File: src/adc_port_params.svh
// Constants for the converter digital port: control bit positions,
// reset values, register indices and the pipeline depth.
// Assumes inclusion by bare name from the design files.
`ifndef ADC_PORT_PARAMS_SVH
`define ADC_PORT_PARAMS_SVH

`define DATA_W            10
`define PIPE_DEPTH        4
`define CODE_MIN          10'h000
`define CODE_MAX          10'h3ff
`define MSB_FLIP          10'h200

// Configuration word layout on the shared pins.
`define ADDR_LSB          8
`define ADDR_W            2
`define IDX_CONTROL       2'h0
`define IDX_CLAMP         2'h1
`define IDX_GAIN          2'h2
`define SLEEP_BIT         3
`define SIGNED_BIT        5
`define CLAMP_OFF_BIT     6
`define CLAMP_SRC_BIT     7
`define GAIN_W            3

// Reset values of the control state.
`define CONTROL_RST       8'h00
`define CLAMP_RST         10'h000
`define GAIN_RST          3'h0

// Wishbone register offsets (byte addresses).
`define WB_SAMPLE         4'h0
`define WB_CONTROL        4'h4
`define WB_CLAMP          4'h8
`define WB_GAIN           4'hc

`endif

File: src/adc_port_pkg.sv
// Types shared by the converter digital port.
// Assumes adc_port_params.svh for the widths.
`include "adc_port_params.svh"
package adc_port_pkg;
   typedef logic [`DATA_W-1:0] code_t;
   typedef enum logic [1:0]
   {
      RANGE_OK    = 2'b00,
      RANGE_UNDER = 2'b01,
      RANGE_OVER  = 2'b10
   } range_t;
endpackage

File: src/adc_digital_port.sv
// Digital side of a 10-bit pipelined converter: sample capture, latency
// pipeline, saturation, output format, shared result pins and control
// registers written over those pins or over classic Wishbone.
// Assumes REF_CLK is the sample clock and all inputs are synchronous.
//
// Behaviour
// - capture input sample every rising clock edge while awake
// - result appears fourth edge after capture
// - output enable high releases the result pins
// - write strobe latches word from shared pins
// - control registers set format, gain, sleep, clamp
// - range flag high with out-of-range sample
// - saturate under to 0, over to 1023
// - clamp level from external pin or DAC
// - control bit 3 selects power-down
// - control bit 5 selects twos complement
// - control bit 6 disables the clamp
// - range flag released while output enable high
//
// The register offsets and the Wishbone slave port were decided locally.
`timescale 1ns/10ps
`include "adc_port_params.svh"
module adc_digital_port
(
   // Clock and reset
   input  wire logic        REF_CLK,
   input  wire logic        SYS_RST,
   // Converter core sample, signed value with range state
   input  wire logic [10:0] SAMPLE_VALUE,
   input  wire logic        SAMPLE_UNDER,
   input  wire logic        SAMPLE_OVER,
   // Shared result and configuration pins
   input  wire logic [9:0]  RESULT_BUS_IN,
   output logic      [9:0]  RESULT_BUS_OUT,
   output logic             RESULT_BUS_OE,
   output logic             RANGE_EXCEEDED_FLAG,
   output logic             RANGE_FLAG_OE,
   input  wire logic        OUTPUT_ENABLE_N,
   input  wire logic        WRITE_STROBE,
   // Analog control outputs
   output logic             SLEEP_OUT,
   output logic             CLAMP_ENABLE,
   output logic             CLAMP_FROM_DAC,
   output logic      [9:0]  CLAMP_DAC_CODE,
   output logic      [2:0]  GAIN_CODE,
   // Wishbone slave
   input  wire logic        CYC_I,
   input  wire logic        STB_I,
   input  wire logic        WE_I,
   input  wire logic [3:0]  ADR_I,
   input  wire logic [3:0]  SEL_I,
   input  wire logic [31:0] DAT_I,
   output logic      [31:0] DAT_O,
   output logic             ACK_O
);
   // Control state written from the pins or over the bus.
   logic [7:0]          control_reg;
   logic [7:0]          control_next;
   logic [9:0]          clamp_reg;
   logic [9:0]          clamp_next;
   logic [2:0]          gain_reg;
   logic [2:0]          gain_next;
   logic                strobe_reg;
   logic                strobe_next;
   logic [9:0]          latch_reg;
   logic [9:0]          latch_next;

   // Sample path from capture to the pins.
   adc_port_pkg::code_t  cap_code_reg;
   adc_port_pkg::code_t  cap_code_next;
   adc_port_pkg::range_t cap_rng_reg;
   adc_port_pkg::range_t cap_rng_next;
   adc_port_pkg::code_t  pipe_code;
   adc_port_pkg::range_t pipe_rng;
   logic [9:0]          out_code_reg;
   logic [9:0]          out_code_next;
   logic                out_flag_reg;
   logic                out_flag_next;

   // Bus answer and the two request decodes.
   logic                ack_reg;
   logic                ack_next;
   logic [31:0]         dat_reg;
   logic [31:0]         dat_next;
   logic                cfg_fire;
   logic                wb_req;

   // Saturating conversion of the signed core value to an unsigned code.
   // Adding 512 maps -512..511 onto 0..1023; bit 10 set means out of range.
   function automatic adc_port_pkg::code_t saturate
   (
      input logic [10:0] value,
      input logic        under,
      input logic        over
   );
      logic [10:0] biased;
      biased = value + 11'h200;
      if (under || value[10] && biased[10])
         saturate = `CODE_MIN;
      else if (over || biased[10])
         saturate = `CODE_MAX;
      else
         saturate = biased[9:0];
   endfunction

   // Range state of a sample, used only by the range flag; saturate decodes the same cases itself.
   function automatic adc_port_pkg::range_t classify
   (
      input logic [10:0] value,
      input logic        under,
      input logic        over
   );
      logic [10:0] biased;
      biased = value + 11'h200;
      if (under || value[10] && biased[10])
         classify = adc_port_pkg::RANGE_UNDER;
      else if (over || biased[10])
         classify = adc_port_pkg::RANGE_OVER;
      else
         classify = adc_port_pkg::RANGE_OK;
   endfunction

   // A pin write takes effect on the falling edge of the strobe.
   // It needs the outputs still off, so a bus clash never writes a register.
   assign cfg_fire = strobe_reg && !WRITE_STROBE && OUTPUT_ENABLE_N;
   // A request is answered once; the ack cycle never starts a second one.
   assign wb_req   = CYC_I && STB_I && !ack_reg;

   always_comb
   begin
      strobe_next  = WRITE_STROBE;
      latch_next   = latch_reg;
      control_next = control_reg;
      clamp_next   = clamp_reg;
      gain_next    = gain_reg;
      if (WRITE_STROBE && OUTPUT_ENABLE_N)
         latch_next = RESULT_BUS_IN;
      if (cfg_fire)
      begin
         case (latch_reg[`ADDR_LSB +: `ADDR_W])
            `IDX_CONTROL: control_next = latch_reg[7:0];
            `IDX_GAIN:    gain_next    = latch_reg[`GAIN_W-1:0];
            `IDX_CLAMP:   clamp_next   = {2'h0, latch_reg[7:0]};
            // Index 3 also loads the clamp; the pins carry its low byte.
            default:      clamp_next   = {2'h0, latch_reg[7:0]};
         endcase
      end
      // Bus writes come last, so they win over a pin write in one cycle.
      if (wb_req && WE_I)
      begin
         case (ADR_I)
            `WB_CONTROL:
            begin
               if (SEL_I[0])
                  control_next = DAT_I[7:0];
            end
            `WB_CLAMP:
            begin
               if (SEL_I[0])
                  clamp_next[7:0] = DAT_I[7:0];
               if (SEL_I[1])
                  clamp_next[9:8] = DAT_I[9:8];
            end
            `WB_GAIN:
            begin
               if (SEL_I[0])
                  gain_next = DAT_I[`GAIN_W-1:0];
            end
            default:
            begin
               control_next = control_next;
            end
         endcase
      end
   end

   // Control state registers.
   always_ff @(posedge REF_CLK)
   begin
      if (SYS_RST)
      begin
         strobe_reg  <= 1'b0;
         latch_reg   <= 10'h000;
         control_reg <= `CONTROL_RST;
         clamp_reg   <= `CLAMP_RST;
         gain_reg    <= `GAIN_RST;
      end
      else
      begin
         strobe_reg  <= strobe_next;
         latch_reg   <= latch_next;
         control_reg <= control_next;
         clamp_reg   <= clamp_next;
         gain_reg    <= gain_next;
      end
   end

   always_comb
   begin
      cap_code_next = saturate(SAMPLE_VALUE, SAMPLE_UNDER, SAMPLE_OVER);
      cap_rng_next  = classify(SAMPLE_VALUE, SAMPLE_UNDER, SAMPLE_OVER);
      // Idle codes keep stale samples from leaving after wake-up.
      // sleep holds converter idle
      if (control_reg[`SLEEP_BIT])
      begin
         cap_code_next = `CODE_MIN;
         cap_rng_next  = adc_port_pkg::RANGE_OK;
      end
      // The format applies at the output, so a change acts at once.
      // twos complement flips msb
      if (control_reg[`SIGNED_BIT])
         out_code_next = pipe_code ^ `MSB_FLIP;
      else
         out_code_next = pipe_code;
      out_flag_next = (pipe_rng != adc_port_pkg::RANGE_OK);
   end

   always_ff @(posedge REF_CLK)
   begin
      if (SYS_RST)
      begin
         cap_code_reg <= `CODE_MIN;
         cap_rng_reg  <= adc_port_pkg::RANGE_OK;
         out_code_reg <= `CODE_MIN;
         out_flag_reg <= 1'b0;
      end
      else
      begin
         cap_code_reg <= cap_code_next;
         cap_rng_reg  <= cap_rng_next;
         out_code_reg <= out_code_next;
         out_flag_reg <= out_flag_next;
      end
   end

   // Capture register, three pipe stages and the output register
   // together give a latency of five edges.
   // result four edges after capture
   adc_pipe u_pipe
   (
      .clk       (REF_CLK),
      .rst       (SYS_RST),
      .in_code   (cap_code_reg),
      .in_range  (cap_rng_reg),
      .out_code  (pipe_code),
      .out_range (pipe_rng)
   );

   // Results and the range flag come straight from flip-flops.
   // saturated codes leave the pins
   assign RESULT_BUS_OUT      = out_code_reg;
   assign RANGE_EXCEEDED_FLAG = out_flag_reg;
   assign RESULT_BUS_OE       = !OUTPUT_ENABLE_N;
   assign RANGE_FLAG_OE       = !OUTPUT_ENABLE_N;

   assign SLEEP_OUT      = control_reg[`SLEEP_BIT];
   assign GAIN_CODE      = gain_reg;
   assign CLAMP_ENABLE   = !control_reg[`CLAMP_OFF_BIT];
   assign CLAMP_FROM_DAC = control_reg[`CLAMP_SRC_BIT];
   assign CLAMP_DAC_CODE = clamp_reg;

   // Read data is registered with the ack and unmapped reads give zero.
   always_comb
   begin
      ack_next = wb_req;
      dat_next = dat_reg;
      if (wb_req && !WE_I)
      begin
         case (ADR_I)
            `WB_SAMPLE:  dat_next = {21'h0, out_flag_reg, out_code_reg};
            `WB_CONTROL: dat_next = {24'h0, control_reg};
            `WB_CLAMP:   dat_next = {22'h0, clamp_reg};
            `WB_GAIN:    dat_next = {29'h0, gain_reg};
            default:     dat_next = 32'h0;
         endcase
      end
   end

   always_ff @(posedge REF_CLK)
   begin
      if (SYS_RST)
      begin
         ack_reg <= 1'b0;
         dat_reg <= 32'h0;
      end
      else
      begin
         ack_reg <= ack_next;
         dat_reg <= dat_next;
      end
   end

   assign ACK_O = ack_reg;
   assign DAT_O = dat_reg;
endmodule

File: src/adc_pipe.sv
// Fixed-depth pipeline carrying codes and range state to the output.
// Assumes one clock, a synchronous active-high reset.
`timescale 1ns/10ps
`include "adc_port_params.svh"
module adc_pipe
(
   // Clock and reset
   input  wire logic                 clk,
   input  wire logic                 rst,
   // Stage input
   input  wire adc_port_pkg::code_t  in_code,
   input  wire adc_port_pkg::range_t in_range,
   // Stage output
   output adc_port_pkg::code_t       out_code,
   output adc_port_pkg::range_t      out_range
);
   adc_port_pkg::code_t  code_reg  [`PIPE_DEPTH-1];
   adc_port_pkg::code_t  code_next [`PIPE_DEPTH-1];
   adc_port_pkg::range_t rng_reg   [`PIPE_DEPTH-1];
   adc_port_pkg::range_t rng_next  [`PIPE_DEPTH-1];

   // The capture and output registers around this pipe take two edges of
   // the five-edge latency between them, so it holds one stage fewer than the depth.
   genvar g;
   generate
      for (g = 0; g < `PIPE_DEPTH - 1; g = g + 1)
      begin : stage
         if (g == 0)
         begin : first
            always_comb
            begin
               code_next[g] = in_code;
               rng_next[g]  = in_range;
            end
         end
         else
         begin : rest
            always_comb
            begin
               code_next[g] = code_reg[g-1];
               rng_next[g]  = rng_reg[g-1];
            end
         end
         always_ff @(posedge clk)
         begin
            if (rst)
            begin
               code_reg[g] <= `CODE_MIN;
               rng_reg[g]  <= adc_port_pkg::RANGE_OK;
            end
            else
            begin
               code_reg[g] <= code_next[g];
               rng_reg[g]  <= rng_next[g];
            end
         end
      end
   endgenerate

   assign out_code  = code_reg[`PIPE_DEPTH-2];
   assign out_range = rng_reg[`PIPE_DEPTH-2];
endmodule

File: config.mk
export PLATFORM = sky130hd
export DESIGN_NAME = adc_digital_port
export DESIGN_NICKNAME = d
export VERILOG_FILES = /design/src/adc_port_pkg.sv /design/src/adc_digital_port.sv /design/src/adc_pipe.sv
export VERILOG_INCLUDE_DIRS = /design/src
export SDC_FILE = /design/constraint.sdc
export NUM_CORES = 1
export LEC_CHECK = 0
export BUFFER_PORTS_ARGS = -buffer_cell sky130_fd_sc_hd__buf_2
export CORE_MARGIN = 3
export CORE_UTILIZATION = 54
export DETAILED_ROUTE_END_ITERATION = 16
export GPL_TIMING_DRIVEN = 0
export PLACE_DENSITY_LB_ADDON = 0.08
export SLEW_MARGIN = 20
export SYNTH_ARGS = -nofsm -noshare
export SYNTH_HDL_FRONTEND = slang
export SYNTH_SLANG_ARGS = --single-unit
File: constraint.sdc
create_clock -name REF_CLK -period 4.6 [get_ports REF_CLK]
set_input_delay 1.15 -clock REF_CLK [delete_from_list [all_inputs] [get_ports REF_CLK]]
set_output_delay 1.15 -clock REF_CLK [all_outputs]
set_load 0.1 [all_outputs]
**After elaboration in Yosys (flattened, before gate mapping)**

Memories as Yosys holds them, arrays and structs flattened.
Index checks and enable logic that the tools add are counted.
W data, S select, Z words.

- Memories kept: 2
- Bits in writable memories: 36
- Bits in latches: 0
- Flip-flop bits (word level): 88
- Output and inout port bits: 62
- ROM bits: 0
- Logic and storage cells: 77

- Bitwise operators: 7
- $lt $le $gt $ge: 0
- $mul: 0
- Shift operators: 0
- $add $sub $neg: 1
- Divide/modulo/power cells: 0
- Muxes and demuxes: 30
- Equality and inequality tests: 4
- Reduce and logical (&&, ||, !) cells: 21

Memory list:

| memory | depth | bits a word | read ports | clocked after memory_dff | wr ports | line | text |
|---|---|---|---|---|---|---|---|
| u_pipe.code_reg | 3 | 10 | 3 | 0 | 3 | adc_pipe.sv:17 | `` adc_port_pkg::code_t code_reg [`PIPE_DEPTH-1]; `` |
| u_pipe.rng_reg | 3 | 2 | 3 | 0 | 3 | adc_pipe.sv:19 | `` adc_port_pkg::range_t rng_reg [`PIPE_DEPTH-1]; `` |

Operator list:

| operator | number |
|---|---|
| $mux W10 | 9 |
| $mux W8 | 6 |
| $pmux W11 S4 | 1 |
| $mux W3 | 5 |
| $add A11 B10 Y11 const B | 1 |
| $mux W2 | 5 |
| $eq A4 B4 Y1 const B | 2 |
| $logic_and A1 B1 Y1 | 8 |
| $or A1 B1 Y1 | 6 |
| $logic_not A1 Y1 | 5 |
| $eq A4 B3 Y1 const B | 1 |
| $logic_not A4 Y1 | 1 |
| $mux W1 | 4 |
| $reduce_or A2 Y1 | 2 |
| $reduce_or A3 Y1 | 1 |
| $eq A2 B2 Y1 const B | 1 |
| $logic_not A2 Y1 | 1 |
| $logic_or A1 B1 Y1 | 2 |
| $reduce_bool A2 Y1 | 1 |
| $not A1 Y1 | 1 |

**Logic depth before layout (Yosys ltp)**

Gate-level depths: netlist of the first run.

- Depth in word-level cells: 7
- Gate-level depth with buffers: 6

**By module**

A second synthesis of the first run with hierarchy kept.

- Cells, all modules: 381
- Area total of the unflattened synthesis: 3866.2 sq um

By module, submodules not included:

| module | cells an instance | instances | area an instance (sq um) | sequential area each (sq um) |
|---|---|---|---|---|
| adc_digital_port | 306 | 1 | 2871.5 | 1341.3 |
| adc_pipe | 75 | 1 | 994.7 | 720.7 |

**Worst setup path before layout of the first run**

OpenSTA, ideal clock, no wires.

- Path type: input -> output
- Start point: input OUTPUT_ENABLE_N
- End point: output RESULT_BUS_OE
- Slack: 1.286 ns
- Buffers on the path: 1
- Arrival time: 2.164 ns
- Stages: 2
- Data required time: 3.450 ns
- Path through: inv_1 > buf_4

- Longest elaborated chain between the ends: 1

Ends and longest elaborated chain:

| item | line | text |
|---|---|---|
| start: declaration | adc_digital_port.sv:38 | `input wire logic OUTPUT_ENABLE_N,` |
| $logic_not A1 Y1 | adc_digital_port.sv:253 | `assign RESULT_BUS_OE = !OUTPUT_ENABLE_N;` |
| end: declaration | adc_digital_port.sv:35 | `output logic RESULT_BUS_OE,` |

Every way passes these cells.

**Worst setup path in the final report of the first run**

Same ends and word-level chain as after synthesis.

==> impl_results.html, run 1 <==
<table>
<tr><th>Metric</th><th>Value</th></tr>
<tr><th colspan="2">Global route</th></tr>
<tr><td>Antenna violations before repair</td><td>0</td></tr>
<tr><td>Wire length of the first global-routing pass</td><td>15080 µm</td></tr>
<tr><td>Number of global-route vias before repair</td><td>3058</td></tr>
<tr><td>Leftover overflow at the end of global routing</td><td>0</td></tr>
<tr><td>Largest net degree at the start of global routing</td><td>21</td></tr>
<tr><td>Tot GR Track Use</td><td>0.2242</td></tr>
<tr><th colspan="2">Floorplanning</th></tr>
<tr><td>Area enclosed by the die boundary</td><td>8576 µm²</td></tr>
<tr><td>Placeable core region</td><td>7019 µm²</td></tr>
<tr><td>Die boundary width</td><td>92.61 µm</td></tr>
<tr><td>Die height</td><td>92.61 µm</td></tr>
<tr><td>Starting density of the core</td><td>0.5770</td></tr>
<tr><td>Number of ports placed on the die boundary</td><td>132</td></tr>
<tr><td>Number of rows in the core area</td><td>30</td></tr>
<tr><th colspan="2">Routing</th></tr>
<tr><td>Via count of the routed design</td><td>3296</td></tr>
<tr><td>Starting DRC count in detailed routing</td><td>181</td></tr>
<tr><td>Average detailed-routed wire length per instance</td><td>14.96 µm</td></tr>
<tr><td>Final wirelength</td><td>9336 µm</td></tr>
<tr><td>Detailed-routing iteration count for the pre-antenna-repair pass</td><td>4</td></tr>
<tr><td>Post-DR vias/cell</td><td>5.282</td></tr>
<tr><td>DRC Markers</td><td>0</td></tr>
<tr><td>Post-route ant nets</td><td>0</td></tr>
<tr><th colspan="2">Timing</th></tr>
<tr><td>Timing-limited maximum frequency</td><td>333.6 MHz</td></tr>
<tr><td>Slew margin rel.</td><td>0.5624</td></tr>
<tr><td>Slew Limit Fails</td><td>0</td></tr>
<tr><td>Minimum period implied by the final worst setup slack</td><td>2.997 ns</td></tr>
<tr><td>RSZ-0062 raised after global routing</td><td>no</td></tr>
<tr><td>Setup violators final</td><td>0</td></tr>
<tr><td>Post-route clock period utilization</td><td>0.6516</td></tr>
<tr><td>Setup TNS</td><td>0 ns</td></tr>
<tr><td>Fin. Hold Viols</td><td>0</td></tr>
<tr><td>Slew @ Worst Pin</td><td>0.6536 ns</td></tr>
<tr><td>Fin Hold WS</td><td>0.4319 ns</td></tr>
<tr><td>Layout Skew</td><td>0.01009 ns</td></tr>
<tr><th colspan="2">Clock tree</th></tr>
<tr><td>Master cell of the clock root buffer</td><td>sky130_fd_sc_hd__clkbuf_8</td></tr>
<tr><td>Post-CTS Setup Repair Bufs</td><td>0</td></tr>
<tr><td>Clock insertion delay at the later pin of the skew report</td><td>0.36 ns</td></tr>
<tr><td>Clock tree from TritonCTS</td><td>built</td></tr>
<tr><td>CTS H-tree depth</td><td>3</td></tr>
<tr><td>Num CTS Buffers</td><td>9</td></tr>
<tr><td>Clock-pin transition on the worst setup and hold timing paths</td><td>0.10 ns</td></tr>
<tr><td>Resized Gates After CTS</td><td>0</td></tr>
<tr><td>CTS Sinks</td><td>103</td></tr>
<tr><td>Hold Buf Count CTS</td><td>0</td></tr>
<tr><td>Clk buf depth</td><td>2</td></tr>
<tr><th colspan="2">Critical path</th></tr>
<tr><td>WS Path Type</td><td>in2out</td></tr>
<tr><td>Endpoint of the worst-slack reg-to-reg timing path</td><td>CLAMP_DAC_CODE[7]</td></tr>
<tr><td>Worst Reg2Reg Path Length in Cells</td><td>4</td></tr>
<tr><td>Crit Reg-Reg Startpoint</td><td>ACK_O</td></tr>
<tr><td>Setup crit start kind</td><td>input port</td></tr>
<tr><td>Crit Path Max Fanout</td><td>6</td></tr>
<tr><td>FF-to-FF setup slack</td><td>2.95 ns</td></tr>
<tr><td>Crit path capture type</td><td>output port</td></tr>
<tr><td>Required time at the endpoint of the critical path</td><td>3.45 ns</td></tr>
<tr><td>Critical Path AT</td><td>1.85 ns</td></tr>
<tr><th colspan="2">Worst hold path</th></tr>
<tr><td>Path category of the worst min-delay check</td><td>reg2reg</td></tr>
<tr><td>Hold path endpoint</td><td>RESULT_BUS_OUT[3]</td></tr>
<tr><td>Worst Hold Path Cells</td><td>1</td></tr>
<tr><td>Min-Delay Startpoint</td><td>u_pipe.code_reg[2][3]</td></tr>
<tr><th colspan="2">Power</th></tr>
<tr><td>Worst vdd ir</td><td>247.7 µV</td></tr>
<tr><td>LEAKAGE</td><td>0.002097 µW</td></tr>
<tr><td>Sw frac</td><td>0.2897</td></tr>
<tr><td>Power dissipated by switching net loads</td><td>507.6 µW</td></tr>
<tr><td>PD cells</td><td>359.5 nW/µm²</td></tr>
<tr><td>Part of the power in the clock network</td><td>0.341</td></tr>
<tr><td>Cell-internal power</td><td>1245 µW</td></tr>
<tr><td>Logic gate share of total power</td><td>0.130</td></tr>
<tr><td>Sequential cell fraction of total power</td><td>0.529</td></tr>
<tr><th colspan="2">Final layout</th></tr>
<tr><td>Number of fill cells</td><td>620</td></tr>
<tr><td>Most frequent cells in the layout</td><td>103 x sky130_fd_sc_hd__dfxtp_1, 84 x sky130_fd_sc_hd__buf_2, 46 x sky130_fd_sc_hd__nor2b_1, 44 x sky130_fd_sc_hd__nand2_1, 23 x sky130_fd_sc_hd__buf_4</td></tr>
<tr><td>Fin cells</td><td>624</td></tr>
<tr><td>Layout overhead on the synthesized area</td><td>20.36%</td></tr>
<tr><td>Finished layout cell area</td><td>4875 µm²</td></tr>
<tr><td>Most common cell after layout, fill and taps aside</td><td>sky130_fd_sc_hd__dfxtp_1</td></tr>
<tr><td>Layout net count</td><td>594</td></tr>
<tr><td>Max reg flops</td><td>30</td></tr>
<tr><td>Fraction of layout cells with a size suffix above 1</td><td>0.2803</td></tr>
<tr><td>Diodes inserted</td><td>0</td></tr>
<tr><th colspan="2">Place</th></tr>
<tr><td>Global placement routability congestion</td><td>0.8977</td></tr>
<tr><td>Count of buffers from port buffering</td><td>82</td></tr>
<tr><td>Placed insts</td><td>608</td></tr>
<tr><td>DP Area</td><td>4656 µm²</td></tr>
<tr><td>HPWL after detailed placement</td><td>6900 µm</td></tr>
<tr><th colspan="2">Job</th></tr>
<tr><td>Max-cap check violation count</td><td>0</td></tr>
<tr><th colspan="2">Synthesis</th></tr>
<tr><td>EDFF count, synth</td><td>0</td></tr>
<tr><td>Count of mapped cells out of synthesis</td><td>410</td></tr>
<tr><td>Post-synthesis instance area</td><td>4050 µm²</td></tr>
<tr><td>Yosys warning total</td><td>0</td></tr>
<tr><td>Post-synth top area share</td><td>0.5091</td></tr>
<tr><td>Number of distinct library cell variants in the gate-level netlist after synthesis</td><td>44</td></tr>
<tr><td>Cell accounting for the most synthesized area</td><td>sky130_fd_sc_hd__dfxtp_1</td></tr>
<tr><td>Dominant synthesized flop cell</td><td>sky130_fd_sc_hd__dfxtp_1</td></tr>
<tr><td>Fraction of synthesis flops using an asynchronous set or reset pin</td><td>0</td></tr>
<tr><td>Biggest area contributors in the synthesized netlist</td><td>sky130_fd_sc_hd__dfxtp_1 51%, sky130_fd_sc_hd__nor2b_1 7.1%, sky130_fd_sc_hd__buf_4 4.3%</td></tr>
<tr><td>Avg Inst Size Synth</td><td>9.878 µm²</td></tr>
<tr><td>Fraction of the yosys area taken by sequential cells</td><td>0.5091</td></tr>
<tr><td>Register bit total from synthesis</td><td>103</td></tr>
<tr><th colspan="2">Outcome</th></tr>
<tr><td>Result of the run</td><td>finished, final reports clean</td></tr>
</table>
==> area by class of cell <==
cell class,count,area (µm²),area share
clock inverter,7,95.09,0.01951
sequential,103,2062,0.4230
buffer,52,315.3,0.06468
tap,96,120.1,0.02464
timing repair buffer,82,410.4,0.08419
clock buffer,9,123.9,0.02541
multi-input combinational,266,1714,0.3516
inverter,9,33.78,0.006930
==> logic make-up (layout without fill, tap and decap cells) <==
family	after synthesis	count (layout)	share of synthesized area
muxes	11	11	0.02811
xor gates and xnor gates	1	1	0.002163
and+or+nand+nor	155	155	0.2224
AOI/OAI and AO/OA	77	77	0.1480
DFF	103	103	0.5091
buffers and inverters	61	159	0.08619
other	1	21	0.0009259
adders and majority gates	1	1	0.003089
==> cell usage after synthesis, types with 2 or more instances <==
| cell type | number |
|---|---|
| sky130_fd_sc_hd__dfxtp_1 | 103 |
| sky130_fd_sc_hd__nor2b_1 | 46 |
| sky130_fd_sc_hd__nand2_1 | 44 |
| sky130_fd_sc_hd__buf_4 | 23 |
| sky130_fd_sc_hd__clkbuf_1 | 21 |
| sky130_fd_sc_hd__nand3_1 | 21 |
| sky130_fd_sc_hd__a21oi_1 | 13 |
| sky130_fd_sc_hd__a31oi_1 | 11 |
| sky130_fd_sc_hd__nand4_1 | 10 |
| sky130_fd_sc_hd__nor4_1 | 10 |
| sky130_fd_sc_hd__o21ai_0 | 9 |
| sky130_fd_sc_hd__a211oi_1 | 8 |
| sky130_fd_sc_hd__mux2i_1 | 8 |
| sky130_fd_sc_hd__o211ai_1 | 8 |
| sky130_fd_sc_hd__o41ai_2 | 8 |
| sky130_fd_sc_hd__a22oi_1 | 7 |
| sky130_fd_sc_hd__inv_1 | 7 |
| sky130_fd_sc_hd__nor2_1 | 6 |
| sky130_fd_sc_hd__buf_6 | 4 |
| sky130_fd_sc_hd__a32oi_1 | 3 |
| sky130_fd_sc_hd__mux2_2 | 3 |
| sky130_fd_sc_hd__nand4bb_1 | 3 |
| sky130_fd_sc_hd__o21ai_1 | 3 |
| sky130_fd_sc_hd__o41ai_1 | 3 |
| sky130_fd_sc_hd__buf_2 | 2 |
| sky130_fd_sc_hd__inv_2 | 2 |
| sky130_fd_sc_hd__nand4b_1 | 2 |
| sky130_fd_sc_hd__nor3_1 | 2 |
| sky130_fd_sc_hd__nor4b_4 | 2 |
| sky130_fd_sc_hd__nor4bb_1 | 2 |
| sky130_fd_sc_hd__o2bb2ai_1 | 2 |
| sky130_fd_sc_hd__o311ai_2 | 2 |
==> per-stage QoR <==
step,utilization,setup slack (ns),power [µW]
floorplan,-,1.286,1127
global placement,0.6633,1.612,1171
detailed placement,0.6633,1.602,1174
CTS,0.6945,1.600,1762
global route,0.6945,1.561,1826
finish,0.6945,1.603,1752
==> power groups by stage <==
stage | registers, µW | clock network [µW] | logic, µW
after CTS | 927 | 608 | 227
after global routing | 930 | 652 | 244
after floorplan | 960 | 0 | 167
final | 927 | 598 | 228
after global placement | 947 | 0 | 225
after detailed placement | 947 | 0 | 227
==> how the worst max path moves through the flow <==
stage	startpoint	to	slack, ns
after floorplan	OUTPUT_ENABLE_N	RESULT_BUS_OE	1.29
after global placement	OUTPUT_ENABLE_N	RESULT_BUS_OE	1.61
final	OUTPUT_ENABLE_N	RESULT_BUS_OE	1.60
after detailed placement	OUTPUT_ENABLE_N	RESULT_BUS_OE	1.60
after CTS	OUTPUT_ENABLE_N	RESULT_BUS_OE	1.60
after global routing	OUTPUT_ENABLE_N	RESULT_BUS_OE	1.56
==> routing by layer <==
layer / vias to the layer above / global-route usage / wire length, µm
li1: 1634 / - / -
met1: 1498 / 0.2936 / 3926
met2: 140 / 0.3547 / 4355
met3: 24 / 0.05524 / 778
met4: 0 / 0.09035 / 276
met5: - / 0 / 0
==> worst max-delay path, cell delays in order <==
cell,delay [ns]
sky130_fd_sc_hd__buf_2,0.13
sky130_fd_sc_hd__inv_1,0.07
sky130_fd_sc_hd__buf_4,0.09
sky130_fd_sc_hd__buf_2,0.41
Note: power is estimated with default switching activity, not from simulation.
==> run 2, diff against run 1 <==
--- a/config.mk
+++ b/config.mk
@@ -8,7 +8,7 @@
 export LEC_CHECK = 0
 export BUFFER_PORTS_ARGS = -buffer_cell sky130_fd_sc_hd__buf_2
 export CORE_MARGIN = 3
-export CORE_UTILIZATION = 54
+export CORE_UTILIZATION = 50
 export DETAILED_ROUTE_END_ITERATION = 16
 export GPL_TIMING_DRIVEN = 0
 export PLACE_DENSITY_LB_ADDON = 0.08
==> constraint.sdc (replaced) <==
create_clock -name REF_CLK -period 2.9 [get_ports REF_CLK]
set_input_delay 0.725 -clock REF_CLK [delete_from_list [all_inputs] [get_ports REF_CLK]]
set_output_delay 0.725 -clock REF_CLK [all_outputs]
set_load 0.1 [all_outputs]
==> run 2 against run 1 <==
Flip-flop and latch count did not move; highest routed layer unchanged; setup slack lost 0.85 ns; combinational power rose by 58%; via count is 2.0% lower; clock-buffer cell count did not move; critical path type unchanged.
==> impl_results.html, run 2 (synthesized netlist as in run 1, its figures left out) <==
<table>
<tr><th>Metric</th><th>Value</th></tr>
<tr><th colspan="2">Outcome</th></tr>
<tr><td>Result of the run</td><td>finished, final reports clean</td></tr>
<tr><th colspan="2">Clock tree</th></tr>
<tr><td>CTS H-tree depth</td><td>3</td></tr>
<tr><td>Num CTS Buffers</td><td>9</td></tr>
<tr><td>Hold Buf Count CTS</td><td>0</td></tr>
<tr><td>Clock-pin transition on the worst setup and hold timing paths</td><td>0.10 ns</td></tr>
<tr><td>CTS Sinks</td><td>103</td></tr>
<tr><td>Resized Gates After CTS</td><td>0</td></tr>
<tr><td>Master cell of the clock root buffer</td><td>sky130_fd_sc_hd__clkbuf_8</td></tr>
<tr><td>Clock tree from TritonCTS</td><td>built</td></tr>
<tr><td>Post-CTS Setup Repair Bufs</td><td>0</td></tr>
<tr><td>Clk buf depth</td><td>2</td></tr>
<tr><td>Clock insertion delay at the later pin of the skew report</td><td>0.37 ns</td></tr>
<tr><th colspan="2">Global route</th></tr>
<tr><td>Wire length of the first global-routing pass</td><td>14500 µm</td></tr>
<tr><td>Largest net degree at the start of global routing</td><td>21</td></tr>
<tr><td>Antenna violations before repair</td><td>0</td></tr>
<tr><td>Number of global-route vias before repair</td><td>3015</td></tr>
<tr><td>Tot GR Track Use</td><td>0.2058</td></tr>
<tr><td>Leftover overflow at the end of global routing</td><td>0</td></tr>
<tr><th colspan="2">Routing</th></tr>
<tr><td>Via count of the routed design</td><td>3229</td></tr>
<tr><td>Detailed-routing iteration count for the pre-antenna-repair pass</td><td>4</td></tr>
<tr><td>Average detailed-routed wire length per instance</td><td>14.78 µm</td></tr>
<tr><td>Post-DR vias/cell</td><td>5.125</td></tr>
<tr><td>DRC Markers</td><td>0</td></tr>
<tr><td>Starting DRC count in detailed routing</td><td>161</td></tr>
<tr><td>Post-route ant nets</td><td>0</td></tr>
<tr><td>Final wirelength</td><td>9309 µm</td></tr>
<tr><th colspan="2">Place</th></tr>
<tr><td>HPWL after detailed placement</td><td>7084 µm</td></tr>
<tr><td>Placed insts</td><td>614</td></tr>
<tr><td>Placement Setup Slack</td><td>0.6714 ns</td></tr>
<tr><td>Count of buffers from port buffering</td><td>82</td></tr>
<tr><td>DP Area</td><td>4663 µm²</td></tr>
<tr><td>Global placement routability congestion</td><td>0.9175</td></tr>
<tr><th colspan="2">Floorplanning</th></tr>
<tr><td>Area enclosed by the die boundary</td><td>9216 µm²</td></tr>
<tr><td>Number of ports placed on the die boundary</td><td>132</td></tr>
<tr><td>Die height</td><td>96 µm</td></tr>
<tr><td>Die boundary width</td><td>96 µm</td></tr>
<tr><td>Placeable core region</td><td>7807 µm²</td></tr>
<tr><td>Starting density of the core</td><td>0.5187</td></tr>
<tr><td>Number of rows in the core area</td><td>32</td></tr>
<tr><th colspan="2">Timing</th></tr>
<tr><td>Minimum period implied by the final worst setup slack</td><td>2.152 ns</td></tr>
<tr><td>Minimum setup slack in the final design</td><td>0.7484 ns</td></tr>
<tr><td>RSZ-0062 raised after global routing</td><td>no</td></tr>
<tr><td>Slew Limit Fails</td><td>0</td></tr>
<tr><td>Post-route clock period utilization</td><td>0.7419</td></tr>
<tr><td>Setup violators final</td><td>0</td></tr>
<tr><td>Layout Skew</td><td>0.01251 ns</td></tr>
<tr><td>Setup TNS</td><td>0 ns</td></tr>
<tr><td>Timing-limited maximum frequency</td><td>464.8 MHz</td></tr>
<tr><td>Slew @ Worst Pin</td><td>0.6504 ns</td></tr>
<tr><td>Slew margin rel.</td><td>0.5664</td></tr>
<tr><td>Fin. Hold Viols</td><td>0</td></tr>
<tr><th colspan="2">Final layout</th></tr>
<tr><td>Max reg flops</td><td>30</td></tr>
<tr><td>Most frequent cells in the layout</td><td>103 x sky130_fd_sc_hd__dfxtp_1, 84 x sky130_fd_sc_hd__buf_2, 46 x sky130_fd_sc_hd__nor2b_1, 44 x sky130_fd_sc_hd__nand2_1, 23 x sky130_fd_sc_hd__buf_4</td></tr>
<tr><td>Fraction of layout cells with a size suffix above 1</td><td>0.2803</td></tr>
<tr><td>Fin cells</td><td>630</td></tr>
<tr><td>Diodes inserted</td><td>0</td></tr>
<tr><td>Layout net count</td><td>594</td></tr>
<tr><td>Layout overhead on the synthesized area</td><td>19.99%</td></tr>
<tr><td>Finished layout cell area</td><td>4860 µm²</td></tr>
<tr><td>Most common cell after layout, fill and taps aside</td><td>sky130_fd_sc_hd__dfxtp_1</td></tr>
<tr><th colspan="2">Critical path</th></tr>
<tr><td>Crit path capture type</td><td>output port</td></tr>
<tr><td>Critical Path AT</td><td>1.43 ns</td></tr>
<tr><td>WS Path Type</td><td>in2out</td></tr>
<tr><td>Required time at the endpoint of the critical path</td><td>2.17 ns</td></tr>
<tr><td>Crit Path Max Fanout</td><td>6</td></tr>
<tr><td>Setup crit start kind</td><td>input port</td></tr>
<tr><td>FF-to-FF setup slack</td><td>1.28 ns</td></tr>
<tr><th colspan="2">Job</th></tr>
<tr><td>Max-cap check violation count</td><td>0</td></tr>
<tr><th colspan="2">Power</th></tr>
<tr><td>LEAKAGE</td><td>0.002089 µW</td></tr>
<tr><td>PD cells</td><td>556.4 nW/µm²</td></tr>
<tr><td>Worst vdd ir</td><td>474.4 µV</td></tr>
<tr><th colspan="2">Worst hold path</th></tr>
<tr><td>Path category of the worst min-delay check</td><td>reg2reg</td></tr>
</table>
==> run 2: changes by cell type in the layout (fill, tap and decap cells not counted), sizes merged <==
cell / delta
inv: +1
bufinv: -1
==> run 2: where the power goes <==
part	switching, µW	internal, µW
sequential	15.0	1450
clock	531	342
combinational	267	94.4
==> run 2: cell type report <==
type	instances	area, µm²
Fill cell	699	2948
Sequential cell	103	2062
Multi-Input combinational cell	266	1714
Timing Repair Buffer	82	410.4
Buffer	52	315.3
Tap cell	102	127.6
Clock buffer	9	123.9
Clock inverter	7	72.57
Inverter	9	33.78
==> run 2: per-layer routing <==
metal  vias to the layer above  track usage  routed length (µm)
met5                         -            0                   0
met3                        13      0.04926                 765
met1                      1457       0.2643                3834
li1                       1638            -                   -
met4                         0      0.06872                 185
met2                       121       0.3387                4523
==> run 2: worst max-delay path, cell delays in order <==
cell,delay (ns)
sky130_fd_sc_hd__buf_2,0.13
sky130_fd_sc_hd__inv_1,0.07
sky130_fd_sc_hd__buf_4,0.09
sky130_fd_sc_hd__buf_2,0.41
==> run 2: final timing paths <==
path,from,end,cells past startpoint
setup / recovery,OUTPUT_ENABLE_N,RESULT_BUS_OE,4
hold / removal,cap_code_reg[7],u_pipe.code_reg[0][7],1
setup reg to reg,ACK_O,CLAMP_DAC_CODE[7],4
hold reg to reg,cap_code_reg[7],u_pipe.code_reg[0][7],1
==> run 2: metrics by stage <==
step	hold slack, ns	utilization	power [µW]
floorplan	0.4114	-	1788
finish	0.4352	0.6224	2704
CTS	0.4360	0.6224	2726
detailed placement	0.4204	0.5973	1863
global placement	0.4181	0.5973	1858
global route	0.4583	0.6224	2812
==> run 3, diff against run 2 <==
--- a/config.mk
+++ b/config.mk
@@ -8,7 +8,7 @@
 export LEC_CHECK = 0
 export BUFFER_PORTS_ARGS = -buffer_cell sky130_fd_sc_hd__buf_2
 export CORE_MARGIN = 3
-export CORE_UTILIZATION = 50
+export CORE_UTILIZATION = 45
 export DETAILED_ROUTE_END_ITERATION = 16
 export GPL_TIMING_DRIVEN = 0
 export PLACE_DENSITY_LB_ADDON = 0.08
==> constraint.sdc (replaced) <==
create_clock -name REF_CLK -period 1.8 [get_ports REF_CLK]
set_input_delay 0.45 -clock REF_CLK [delete_from_list [all_inputs] [get_ports REF_CLK]]
set_output_delay 0.45 -clock REF_CLK [all_outputs]
set_load 0.1 [all_outputs]
==> run 3 against run 2 <==
Final cell count increased by 0.48%; worst hold slack got worse by 0.18 ns; cell area increased by 0.33%; first-iteration DRC count decreased by 9.9%; routed wire length increased by 3.3%; sequential power increased by 61%; setup slack got worse by 0.65 ns; critical path depth decreased by 3; register-to-register slack got worse by 1.1 ns; combinational power increased by 62%; die area increased by 10%; clock power increased by 63%; critical endpoint is now CLAMP_DAC_CODE[3].
==> impl_results.html, run 3 (synthesized netlist as in run 1, its figures left out) <==
<table>
<tr><th>Metric</th><th>Value</th></tr>
<tr><th colspan="2">Global route</th></tr>
<tr><td>Antenna violations before repair</td><td>0</td></tr>
<tr><td>Leftover overflow at the end of global routing</td><td>0</td></tr>
<tr><td>Largest net degree at the start of global routing</td><td>21</td></tr>
<tr><td>Wire length of the first global-routing pass</td><td>15240 µm</td></tr>
<tr><td>Tot GR Track Use</td><td>0.1945</td></tr>
<tr><td>Number of global-route vias before repair</td><td>3110</td></tr>
<tr><th colspan="2">Floorplanning</th></tr>
<tr><td>Number of rows in the core area</td><td>33</td></tr>
<tr><td>Starting density of the core</td><td>0.4785</td></tr>
<tr><td>Die boundary width</td><td>100.9 µm</td></tr>
<tr><td>Die height</td><td>100.9 µm</td></tr>
<tr><td>Number of ports placed on the die boundary</td><td>132</td></tr>
<tr><td>Area enclosed by the die boundary</td><td>10170 µm²</td></tr>
<tr><td>Placeable core region</td><td>8464 µm²</td></tr>
<tr><th colspan="2">Place</th></tr>
<tr><td>HPWL after detailed placement</td><td>7292 µm</td></tr>
<tr><td>Count of buffers from port buffering</td><td>82</td></tr>
<tr><td>DP Area</td><td>4672 µm²</td></tr>
<tr><td>Placement Setup Slack</td><td>-0.1593 ns</td></tr>
<tr><td>Global placement routability congestion</td><td>0.8902</td></tr>
<tr><th colspan="2">Final layout</th></tr>
<tr><td>Most frequent cells in the layout</td><td>102 x sky130_fd_sc_hd__dfxtp_1, 83 x sky130_fd_sc_hd__buf_2, 46 x sky130_fd_sc_hd__nor2b_1, 44 x sky130_fd_sc_hd__nand2_1, 24 x sky130_fd_sc_hd__buf_4</td></tr>
<tr><td>Fraction of layout cells with a size suffix above 1</td><td>0.2860</td></tr>
<tr><td>Layout net count</td><td>594</td></tr>
<tr><td>Layout overhead on the synthesized area</td><td>20.39%</td></tr>
<tr><td>Most common cell after layout, fill and taps aside</td><td>sky130_fd_sc_hd__dfxtp_1</td></tr>
<tr><td>Max reg flops</td><td>30</td></tr>
<tr><td>Finished layout cell area</td><td>4876 µm²</td></tr>
<tr><td>Diodes inserted</td><td>0</td></tr>
<tr><td>Core Util, Final</td><td>0.5761</td></tr>
<tr><th colspan="2">Timing</th></tr>
<tr><td>Fin. Hold Viols</td><td>0</td></tr>
<tr><td>Layout Skew</td><td>0.01278 ns</td></tr>
<tr><td>Minimum setup slack in the final design</td><td>0.09566 ns</td></tr>
<tr><td>Slew Limit Fails</td><td>0</td></tr>
<tr><td>RSZ-0062 raised after global routing</td><td>no</td></tr>
<tr><td>Slew @ Worst Pin</td><td>0.6594 ns</td></tr>
<tr><td>Timing-limited maximum frequency</td><td>586.7 MHz</td></tr>
<tr><td>Setup violators final</td><td>0</td></tr>
<tr><td>Slew margin rel.</td><td>0.5604</td></tr>
<tr><td>Post-route clock period utilization</td><td>0.9469</td></tr>
<tr><td>Minimum period implied by the final worst setup slack</td><td>1.704 ns</td></tr>
<tr><th colspan="2">Critical path</th></tr>
<tr><td>Critical Path AT</td><td>1.25 ns</td></tr>
<tr><td>Crit path capture type</td><td>output port</td></tr>
<tr><td>Critical path's top delay family</td><td>buffers and inverters</td></tr>
<tr><td>Setup crit start kind</td><td>flop</td></tr>
<tr><td>Critical path cell sequence</td><td>buf_2</td></tr>
<tr><td>Crit Path Max Fanout</td><td>3</td></tr>
<tr><td>Required time at the endpoint of the critical path</td><td>1.35 ns</td></tr>
<tr><td>Standard cell with the maximum stage delay on the critical path</td><td>sky130_fd_sc_hd__buf_2</td></tr>
<tr><td>FF-to-FF setup slack</td><td>0.16 ns</td></tr>
<tr><td>Delay contributed by the slowest stage of the critical path</td><td>0.46 ns</td></tr>
<tr><td>Buffers and inverters on the worst path</td><td>1</td></tr>
<tr><td>WS Path Type</td><td>reg2out</td></tr>
<tr><th colspan="2">Clock tree</th></tr>
<tr><td>Master cell of the clock root buffer</td><td>sky130_fd_sc_hd__clkbuf_8</td></tr>
<tr><td>Clock tree from TritonCTS</td><td>built</td></tr>
<tr><td>Clock-pin transition on the worst setup and hold timing paths</td><td>0.11 ns</td></tr>
<tr><td>CTS Sinks</td><td>103</td></tr>
<tr><td>Hold Buf Count CTS</td><td>0</td></tr>
<tr><td>Post-CTS Setup Repair Bufs</td><td>0</td></tr>
<tr><td>Resized Gates After CTS</td><td>1</td></tr>
<tr><td>Clk buf depth</td><td>2</td></tr>
<tr><td>CTS H-tree depth</td><td>3</td></tr>
<tr><td>Clock insertion delay at the later pin of the skew report</td><td>0.38 ns</td></tr>
<tr><td>Num CTS Buffers</td><td>9</td></tr>
<tr><th colspan="2">Power</th></tr>
<tr><td>Worst vdd ir</td><td>474.9 µV</td></tr>
<tr><td>Total power</td><td>4373 µW</td></tr>
<tr><td>PD cells</td><td>896.8 nW/µm²</td></tr>
<tr><td>LEAKAGE</td><td>0.002078 µW</td></tr>
<tr><th colspan="2">Routing</th></tr>
<tr><td>Via count of the routed design</td><td>3292</td></tr>
<tr><td>Post-DR vias/cell</td><td>5.201</td></tr>
<tr><td>Final wirelength</td><td>9613 µm</td></tr>
<tr><td>Average detailed-routed wire length per instance</td><td>15.19 µm</td></tr>
<tr><td>DRC Markers</td><td>0</td></tr>
<tr><td>Detailed-routing iteration count for the pre-antenna-repair pass</td><td>5</td></tr>
<tr><td>Starting DRC count in detailed routing</td><td>145</td></tr>
<tr><td>Post-route ant nets</td><td>0</td></tr>
<tr><th colspan="2">Job</th></tr>
<tr><td>Max-cap check violation count</td><td>0</td></tr>
<tr><th colspan="2">Outcome</th></tr>
<tr><td>Result of the run</td><td>finished, final reports clean</td></tr>
<tr><th colspan="2">Worst hold path</th></tr>
<tr><td>Path category of the worst min-delay check</td><td>in2reg</td></tr>
</table>
## run 3: cell count changes in the layout (fill, tap and decap cells not counted), sizes merged
cell / change
clkinvlp: +3
inv: -3
## run 3: worst min-delay path, cell delays in order
cell and delay (ns):
sky130_fd_sc_hd__buf_2 0.07, sky130_fd_sc_hd__nand2_1 0.04, sky130_fd_sc_hd__nand2_1 0.05
## run 3: layer usage
layer / wire length, µm / GRT usage / up-vias
met3: 816 / 0.04913 / 14
met1: 3940 / 0.2413 / 1507
met5: 0 / 0 / -
met2: 4700 / 0.3281 / 126
met4: 156 / 0.06632 / 0
li1: - / - / 1645
## run 3: power breakdown
group / internal [µW] / switching (µW)
sequential: 2340 / 25.3
combinational: 152 / 432
clock: 545 / 875
total: 3040 / 1330
## run 3: final timing paths
check	startpoint	end	depth (start not counted)
max	CLAMP_DAC_CODE[3]	CLAMP_DAC_CODE[3]	1
min	SAMPLE_VALUE[5]	cap_code_reg[5]	3
max reg2reg	strobe_reg	control_reg[6]	4
min reg2reg	u_pipe.code_reg[1][9]	u_pipe.code_reg[2][9]	1
## run 3: layout make-up
| class | count | area (µm²) |
|---|---|---|
| buffer | 52 | 316.6 |
| fill | 785 | 3588 |
| clock inverter | 7 | 76.32 |
| sequential | 103 | 2063 |
| clock buffer | 9 | 123.9 |
| inverter | 9 | 37.54 |
| multi-input combinational | 266 | 1714 |
| tap | 105 | 131.4 |
| timing repair buffer | 82 | 412.9 |
## run 3: stage by stage
step / setup TNS [ns] / instances / hold WS [ns]
4_1_cts: 0 / 633 / 0.2431
6_report: 0 / 633 / 0.2511
2_1_floorplan: 0 / 430 / 0.4114
3_5_place_dp: -2.860 / 617 / 0.4204
5_1_grt: 0 / 633 / 0.2552
3_3_place_gp: -1.746 / 617 / 0.4179
